[config.mk]
export PLATFORM = sky130hd
export DESIGN_NAME = dpro_port
export DESIGN_NICKNAME = d
export VERILOG_FILES = /design/src/dpro_pkg.sv /design/src/dpro_out_stage.sv /design/src/dpro_port.sv
export SDC_FILE = /design/constraint.sdc
export NUM_CORES = 1
export LEC_CHECK = 0
export ABC_AREA = 1
export BUFFER_PORTS_ARGS = -buffer_cell sky130_fd_sc_hd__buf_2
export CAP_MARGIN = 15
export CORE_MARGIN = 2
export CORE_UTILIZATION = 66
export DETAILED_ROUTE_END_ITERATION = 7
export PLACE_DENSITY_LB_ADDON = 0.1
export SYNTH_ARGS = -nofsm -noshare
export SYNTH_HDL_FRONTEND = slang
export SYNTH_SLANG_ARGS = --single-unit
[constraint.sdc]
create_clock -name sys_clk_in -period 2.7 [get_ports sys_clk_in]
set_clock_uncertainty 0.15 [all_clocks]
set_input_delay 0.81 -clock sys_clk_in [delete_from_list [all_inputs] [get_ports sys_clk_in]]
set_output_delay 0.81 -clock sys_clk_in [all_outputs]
set_load 0.005 [all_outputs]
[src/dpro_pkg.sv]
// Shared constants and types for the configurable single RAM port
package dpro_pkg;
    // Generation limits
    localparam int WRITE_WIDTH_MIN = 1;
    localparam int WRITE_WIDTH_MAX = 4608;
    localparam int WRITE_DEPTH_MIN = 2;
    localparam int WRITE_DEPTH_MAX = 131072;
    // Generated port shape
    localparam int WRITE_WIDTH = 16;
    localparam int WRITE_DEPTH = 16;
    localparam int READ_RATIO  = 1;
    localparam int READ_WIDTH  = WRITE_WIDTH * READ_RATIO;
    localparam int READ_DEPTH  = (WRITE_DEPTH * WRITE_WIDTH) / READ_WIDTH;
    localparam int ADDR_WIDTH  = $clog2(WRITE_DEPTH);
    localparam int RADDR_WIDTH = $clog2(READ_DEPTH);
    // Reset value of output latch and registers
    localparam logic [READ_WIDTH-1:0] OUTPUT_RESET_VALUE = 16'h0000;
    // Latch-reset hold lengths in cycles
    localparam int RESET_HOLD_PLAIN = 1;
    localparam int RESET_HOLD_LATCH = 2;

    typedef enum {
        DPRO_READ_FIRST,
        DPRO_WRITE_FIRST,
        DPRO_NO_CHANGE
    } dpro_mode_type;

    typedef struct packed {
        logic                   write;
        logic [ADDR_WIDTH-1:0]  addr;
        logic [WRITE_WIDTH-1:0] data;
    } dpro_request_type;

    // Output-register option bundle
    typedef struct packed {
        logic use_enable;
        logic prim_reg;
        logic core_reg;
        logic use_regce;
        logic use_reset;
        logic setreset_priority;
        logic latch_reset;
    } dpro_options_type;
endpackage : dpro_pkg

[src/dpro_out_stage.sv]
// One output register stage with synchronous reset and priority choice
module dpro_out_stage (
    // Clock and reset
    input  wire logic                           sys_clk_in,
    input  wire logic                           rst_in,
    // Stage control
    input  wire logic                           enable_in,
    input  wire logic                           reset_in,
    input  wire logic                           setreset_priority_in,
    // Data
    input  wire logic [dpro_pkg::READ_WIDTH-1:0] data_in,
    output logic      [dpro_pkg::READ_WIDTH-1:0] data_out
);
    import dpro_pkg::*;

    logic [READ_WIDTH-1:0] next_data;

    always_comb begin
        next_data = data_out;
        if (reset_in && (setreset_priority_in || enable_in)) begin
            next_data = OUTPUT_RESET_VALUE;
        end else if (enable_in) begin
            next_data = data_in;
        end
    end

    always_ff @(posedge sys_clk_in or posedge rst_in) begin
        if (rst_in) begin
            data_out <= '0;
        end else begin
            data_out <= next_data;
        end
    end
endmodule : dpro_out_stage

[src/dpro_port.sv]
// One configurable RAM port: array, write mode, output latch and register stages
// What this block does
// - Write width is fixed at generation, between 1 and 4608 bits.
// - Write depth is fixed at generation, between 2 and 131072 words.
// - Read width is a ratio of write width; depth keeps capacity equal.
// - Port runs read-first, write-first or no-change on writes.
// - Port is always enabled or gated by its access enable input.
// - Optional primitive output register adds one cycle of read latency.
// - Optional core output register adds another cycle of latency.
// - Output clock enable alone gates last stage; else access enable gates all.
// - Without the output reset input, latch and registers reset only on rst_in.
// - With reset input, clock enable or set/reset may take priority.
// - Latch-reset option needs reset input, primitive register, no core register.
// - Latch-reset changes reset duration; driver holds reset long enough.
// - Output reset loads a constant sized to the read width.
module dpro_port #(
    parameter dpro_pkg::dpro_mode_type MODE      = dpro_pkg::DPRO_WRITE_FIRST,
    parameter bit                      USE_EN    = 1'b1,
    parameter bit                      PRIM_REG  = 1'b0,
    parameter bit                      CORE_REG  = 1'b0,
    parameter bit                      USE_REGCE = 1'b0,
    parameter bit                      USE_RST   = 1'b0,
    parameter bit                      SETRESET_PRIO = 1'b0,
    parameter bit                      LATCH_RST = 1'b0
) (
    // Clock and reset
    input  wire logic                            sys_clk_in,
    input  wire logic                            rst_in,
    // Port control
    input  wire logic                            port_a_access_enable_in,
    input  wire logic                            port_a_outreg_clock_enable_in,
    input  wire logic                            port_a_output_reset_in,
    // Request
    input  wire dpro_pkg::dpro_request_type      request_in,
    // Read data and status
    output logic      [dpro_pkg::READ_WIDTH-1:0] read_data_out,
    output logic      [1:0]                      read_latency_out,
    output logic      [1:0]                      reset_hold_cycles_out,
    output dpro_pkg::dpro_options_type           options_out
);
    import dpro_pkg::*;

    // Generation-time checks of width, depth and ratio
    if (WRITE_WIDTH < WRITE_WIDTH_MIN || WRITE_WIDTH > WRITE_WIDTH_MAX) begin : g_bad_width
        $error("write width out of range");
    end
    if (WRITE_DEPTH < WRITE_DEPTH_MIN || WRITE_DEPTH > WRITE_DEPTH_MAX) begin : g_bad_depth
        $error("write depth out of range");
    end
    if (READ_DEPTH * READ_WIDTH != WRITE_DEPTH * WRITE_WIDTH) begin : g_bad_ratio
        $error("read and write capacity differ");
    end
    // Latch reset only legal with reset pin, primitive register, no core register
    localparam bit LATCH_OK = LATCH_RST && USE_RST && PRIM_REG && !CORE_REG;

    // Array held as read-width words; one write word fills one of them at its address
    logic [READ_WIDTH-1:0] mem [READ_DEPTH];

    logic                  en;
    logic                  rst_req;
    logic                  wr;
    logic [READ_WIDTH-1:0] old_word;
    logic [READ_WIDTH-1:0] latch;
    logic [READ_WIDTH-1:0] next_latch;
    logic [READ_WIDTH-1:0] prim_q;
    logic [READ_WIDTH-1:0] core_q;
    logic                  prim_en;
    logic                  core_en;
    logic                  latch_rst;

    assign en       = USE_EN ? port_a_access_enable_in : 1'b1;
    assign rst_req  = USE_RST ? port_a_output_reset_in : 1'b0;
    assign wr       = en && request_in.write;
    assign old_word = mem[RADDR_WIDTH'(request_in.addr)];

    // Array write
    always_ff @(posedge sys_clk_in) begin
        if (wr) begin
            mem[RADDR_WIDTH'(request_in.addr)] <= request_in.data;
        end
    end

    // Latch reset: with latch reset the latch clears too, so reset value
    // lasts one more cycle through the register stage
    assign latch_rst = USE_RST && (!PRIM_REG || LATCH_OK) && rst_req
                       && (SETRESET_PRIO || en);

    always_comb begin
        next_latch = latch;
        if (latch_rst) begin
            next_latch = OUTPUT_RESET_VALUE;
        end else if (en) begin
            unique case (MODE)
                DPRO_READ_FIRST:  next_latch = old_word;
                DPRO_WRITE_FIRST: next_latch = wr ? request_in.data : old_word;
                DPRO_NO_CHANGE:   next_latch = wr ? latch : old_word;
            endcase
        end
    end

    always_ff @(posedge sys_clk_in or posedge rst_in) begin
        if (rst_in) begin
            latch <= '0;
        end else begin
            latch <= next_latch;
        end
    end

    // Last stage uses the output clock enable when configured
    assign prim_en = (USE_REGCE && !CORE_REG) ? port_a_outreg_clock_enable_in : en;
    assign core_en = USE_REGCE ? port_a_outreg_clock_enable_in : en;

    dpro_out_stage u_prim_stage (
        .sys_clk_in           (sys_clk_in),
        .rst_in               (rst_in),
        .enable_in            (prim_en),
        .reset_in             (rst_req),
        .setreset_priority_in (SETRESET_PRIO),
        .data_in              (latch),
        .data_out             (prim_q)
    );

    dpro_out_stage u_core_stage (
        .sys_clk_in           (sys_clk_in),
        .rst_in               (rst_in),
        .enable_in            (core_en),
        .reset_in             (rst_req),
        .setreset_priority_in (SETRESET_PRIO),
        .data_in              (PRIM_REG ? prim_q : latch),
        .data_out             (core_q)
    );

    always_comb begin
        if (CORE_REG) begin
            read_data_out = core_q;
        end else if (PRIM_REG) begin
            read_data_out = prim_q;
        end else begin
            read_data_out = latch;
        end
    end

    assign read_latency_out      = 2'(1 + int'(PRIM_REG) + int'(CORE_REG));
    assign reset_hold_cycles_out = LATCH_OK ? 2'(RESET_HOLD_LATCH)
                                            : 2'(RESET_HOLD_PLAIN);
    assign options_out = '{use_enable:        USE_EN,
                           prim_reg:          PRIM_REG,
                           core_reg:          CORE_REG,
                           use_regce:         USE_REGCE,
                           use_reset:         USE_RST,
                           setreset_priority: SETRESET_PRIO,
                           latch_reset:       LATCH_OK};
endmodule : dpro_port

Word-level counts from Yosys, hierarchy flattened
Memory sizes are Yosys's and may differ from the RTL's. A register that Yosys moved wholly into a read port is not among the register bits.
Cells that the tools add are included.
{"block": "word_totals", "n_memories": 1, "inputBits": 26, "ff_bits": 0, "mem_bits_rw": 256}
{"block": "classes", "n_reduce_logical": 1, "muxes": 2}
{"memory": "mem", "words": 16, "width": 16, "read_ports": 1, "rd_ports_with_merged_regs": 1, "wr": 1, "line_no": "dpro_port.sv:57", "text": "logic [READ_WIDTH-1:0] mem [READ_DEPTH];"}
{"cell": "$mux W1", "n": 2}
{"cell": "$logic_and A1 B1 Y1", "n": 1}

Depth between registers and ports, before layout
{"block": "depth", "depth_word": 3, "depth_mapped": 12, "ltp_nobuf": 9}

Least setup slack after synthesis
Ideal clock, no wire load.
{"block": "synth_timing", "kind": "input to register", "from": "input port request_in[17] in the netlist's numbering", "to": "memory mem[0][0] in the netlist's numbering, enable pin", "required_time_ps": 2162, "setup_slack_ps": -61, "path_stages": 6, "arrival_time_ps": 2222, "path_buffers": 3, "path_cell_list": "buf_2 > inv_1 > buf_2 > buf_2 > nand3_1 > nor2_1"}
{"element": "start: declaration", "line_no": "dpro_port.sv:34", "text": "input wire dpro_pkg::dpro_request_type request_in,"}
{"element": "end: declaration", "line_no": "dpro_port.sv:57"}
Straight into the memory's write port.

Final worst setup path
{"block": "layout_timing", "from": "input port request_in[17] in the netlist's numbering", "to": "memory mem[0][6] in the netlist's numbering, enable pin"}
Straight into the memory's write port.

==> impl_summary.md <==
Detailed routing
In this run, the number of DRC markers left after iteration 0 of detailed routing was 843. The first-pass iteration count of the detailed router is 7. After detailed routing, the number of remaining DRC violations is 0. In the final routed layout, each cell accounts on average for 19.1 um. The wire length reported by the detailed router is 26.7 mm.

The mean number of vias per cell is 5.57. The routed layout has 7798 vias. Wire segments on met2 add up to 13.0 mm in the final route.

The detail route stage leaves a number of antenna-violating nets equal to 0. The detailed route wirelength on metal3 is ~2.1 mm. The highest layer touched by signal routing is met4.

After detailed routing, the wire length on met1 is 10.8 mm.

Clock tree
The root buffer cell chosen for the clock tree is clkbuf_16. The clock sink total is between 200 and 300. After clock tree synthesis, the flow added hold-fix buffers numbering 0. The level count of the clock H-tree is 1. The clock tree from TritonCTS is done. The buffer depth of the longest clock path is 3. The total clock buffers created by CTS is 27. After clock tree synthesis, the repair step resized 0 gates. Once the clock tree was built, the setup fixing pass inserted 0 buffers.

At the later pin of the worst-skew pair, clock insertion delay measures 550 ps. The clock-pin transition on the worst setup and hold timing paths is 60 ps.

STA
Hold is met by 227 ps. The achievable frequency is 471 MHz. The max-slew violation total from the final report came to 0. The actual transition at the worst max-transition pin is 714 ps.

The worst path needs 2120 ps of the cycle, external delays included. The hold violation total from the final report was 0. Measured against its own limit, the worst slew margin works out to 0.524. Setup repair after global routing left no endpoint under its margin. The number of setup violations in the final report is 0. The final worst-path setup slack is 577 ps. The final clock period utilization by the worst path is 0.786.

Synth
Synthesis produced 1079 cells. The summed instance area of the synthesized netlist is 0.0114 mm2. The area fraction of the dominant cell type after synthesis is 0.676. After synthesis the netlist holds a flip-flop and latch count of 272.

Ranked by total cell area, the synthesized netlist is headed by edfxtp_1 (68%), nand2_1 (21%), dfrtp_1 (3.5%). The leading area contributor after synthesis is edfxtp_1. The most common cell in the netlist is nand2_1.

The total of warnings raised by yosys is 0. The average cell area after synthesis is 10.5 um2. In the synthesized netlist the dominant register cell turns out to be edfxtp_1. The netlist uses 16 different library cells. The commonest cells after synthesis are nand2_1 (647), edfxtp_1 (256), nand3_1 (34). The number of flops mapped to enable cells by yosys is 256. The register area share after synthesis is 0.711. For this run, asynchronously set or reset flops after synthesis account for 0.0588.

Critical path
The number of cells traversed by the worst register-to-register path is 8. The setup check on the worst reg-to-reg path leaves a slack of roughly 1100 ps. The critical path goes through buf_2 -> inv_2 -> nand3_1 -> nor2_2 -> buf_4. The worst path required time is 2800 ps. The number of cells on the critical path is 5. The number of buffers and inverters on the critical path is 3. The highest fanout seen on the critical path is 17.

In this design, the largest share of critical-path delay is due to buffers and inverters. The largest incremental delay on the critical path is 340 ps. The timing startpoint of the critical path is request_in[17]. The critical path launch point type is an input port. The critical path class is in -> reg. The critical path endpoint category is a flop. In this run the critical register-to-register path is launched from mem[0][14]. The critical path endpoint is mem[0][6]. The capture point of the worst reg-to-reg path is read_data_out[14]. The slowest library cell on the worst path is inv_2. The data arrival time of the critical path is roughly 2200 ps.

GRT
Across every metal layer, demand over resource in global routing totals 0.298. The number of antenna violations at the first check in global routing is 1. The via count of the first global-routing pass is 7432. The largest net degree at the start of global routing is 63. The wire length of the first global-routing pass is 40.4 mm. Global routing finished with a remaining overflow of 0.

Final layout
The count of fill cells added during filler insertion is between 1000 and 1500. The final-stage net count is roughly 1200. Summing all non-filler instances in the final layout gives an area of 0.0130 mm2.

The proportion of layout cells with a drive suffix above 1 is 0.131. The area growth from synthesis to layout is 13.9%.

Power
The share of total power dissipated in combinational logic is 0.070. The power per unit of standard cell area is between 600 and 700 mW/mm2. The sequential group share of total power is 0.543.

The part of the power in the clock network is 0.387. The worst-case IR drop observed on VDD is 0.000651 V. Of the total power, the share spent switching nets is 0.227. In this run the static leakage power is around 5.5 nW. The design internal power is ~6.7 mW. For this design the total switching power over the nets is 1.97 mW.

Place
The congestion estimate from routability-driven global placement came to 0.835. The count of buffers added on input and output ports is 39. The placed wire-length estimate is 16.6 mm. The area of placed instances is 0.0122 mm2.

Timing analysis after detailed placement gives a worst setup slack of between 40 and 50 ps.

Floorplan
The die is 135 um wide. The die is 135 um tall. The total die area is 0.0183 mm2.

The initial utilization of the core area, before any placement, comes to 0.667. The boundary pin count is between 50 and 60. The core region is between 0.015 and 0.02 mm2. The number of standard-cell rows in the floorplan is 48.

Status
The run finished with clean final reports.

Hold path
The min-delay analysis places its worst path in the category in -> async.

Job
Across the run, the number of max-cap violations was 0.
## power by group through the flow
stage	clock network, mW	registers (mW)	logic (mW)
2_1_floorplan	0	4.81	0.347
3_3_place_gp	0	4.80	0.584
3_5_place_dp	0	4.81	0.597
4_1_cts	3.39	4.72	0.604
5_1_grt	3.53	4.72	0.670
6_report	3.36	4.72	0.608
## placed cells by master (no fill, tap or decap), drive strengths merged
| cell | n |
|---|---|
| diode | 1 |
| edfxtp | 256 |
| nand3 | 34 |
| buf | 97 |
| nand2 | 647 |
| inv | 12 |
| clkinv | 15 |
| o21bai | 15 |
| o21ai | 16 |
| conb | 11 |
| clkbuf | 34 |
| dfrtp | 16 |
| nor2 | 20 |
## area by class of cell
cell class / count / area (um2) / area share
Sequential cell: 272 / 8090 / 0.624
Multi-Input combinational cell: 743 / 2950 / 0.227
Timing Repair Buffer: 97 / 808 / 0.0624
Clock buffer: 34 / 702 / 0.0542
Tap cell: 225 / 282 / 0.0217
Clock inverter: 14 / 78.8 / 0.00608
Inverter: 13 / 50.0 / 0.00386
Antenna cell: 1 / 2.50 / 0.000193
## through the flow
step / power, mW / std cells / utilization / TNS, ps
after CTS: 8.71 / 1398 / 0.760 / 0
after global routing: 8.93 / 1399 / 0.760 / 0
after floorplan: 5.15 / 1088 / - / -7830
after detailed placement: 5.40 / 1350 / 0.714 / 0
after global placement: 5.39 / 1350 / 0.714 / 0
final: 8.69 / 1399 / 0.760 / 0
## per-layer routing
layer | vias to the layer above | global-route usage
met5 | - | 0
met4 | 0 | 0.101
met3 | 62 | 0.0520
met2 | 368 | 0.489
met1 | 3709 | 0.411
li1 | 3659 | -
## worst register-to-register path: cells and delay by family, from the launching register on
| family | cells | cell delay (ps) |
|---|---|---|
| AND/OR/NAND/NOR | 7 | 540 |
| AO/OA/AOI/OAI | 1 | 360 |
| flip-flops | 1 | 370 |
## sequential cells by signal, indices dropped and copies added (netlist names)
| register | flops |
|---|---|
| read_data_out | 16 |
| mem | 256 |
## worst min-delay path by stage
stage                     start                to  slack, ps  cells after the start
2_1_floorplan  read_data_out[6]  read_data_out[6]        320                      2
3_3_place_gp   read_data_out[7]  read_data_out[7]        310                      2
3_5_place_dp   read_data_out[5]  read_data_out[5]        310                      2
4_1_cts                  rst_in  read_data_out[6]        230                      2
5_1_grt                  rst_in  read_data_out[7]        270                      2
6_report                 rst_in  read_data_out[6]        230                      2
## cell families (layout without fill, tap and decap cells)
family                 after synthesis  after routing  synth area share
and+or+nand+nor                    701            701             0.235
DFF                                272            272             0.711
buffers and inverters               73            158            0.0367
AOI/OAI and AO/OA                   31             31            0.0169
other                                2             12          0.000660
Note: power is estimated with default switching activity, not from simulation.
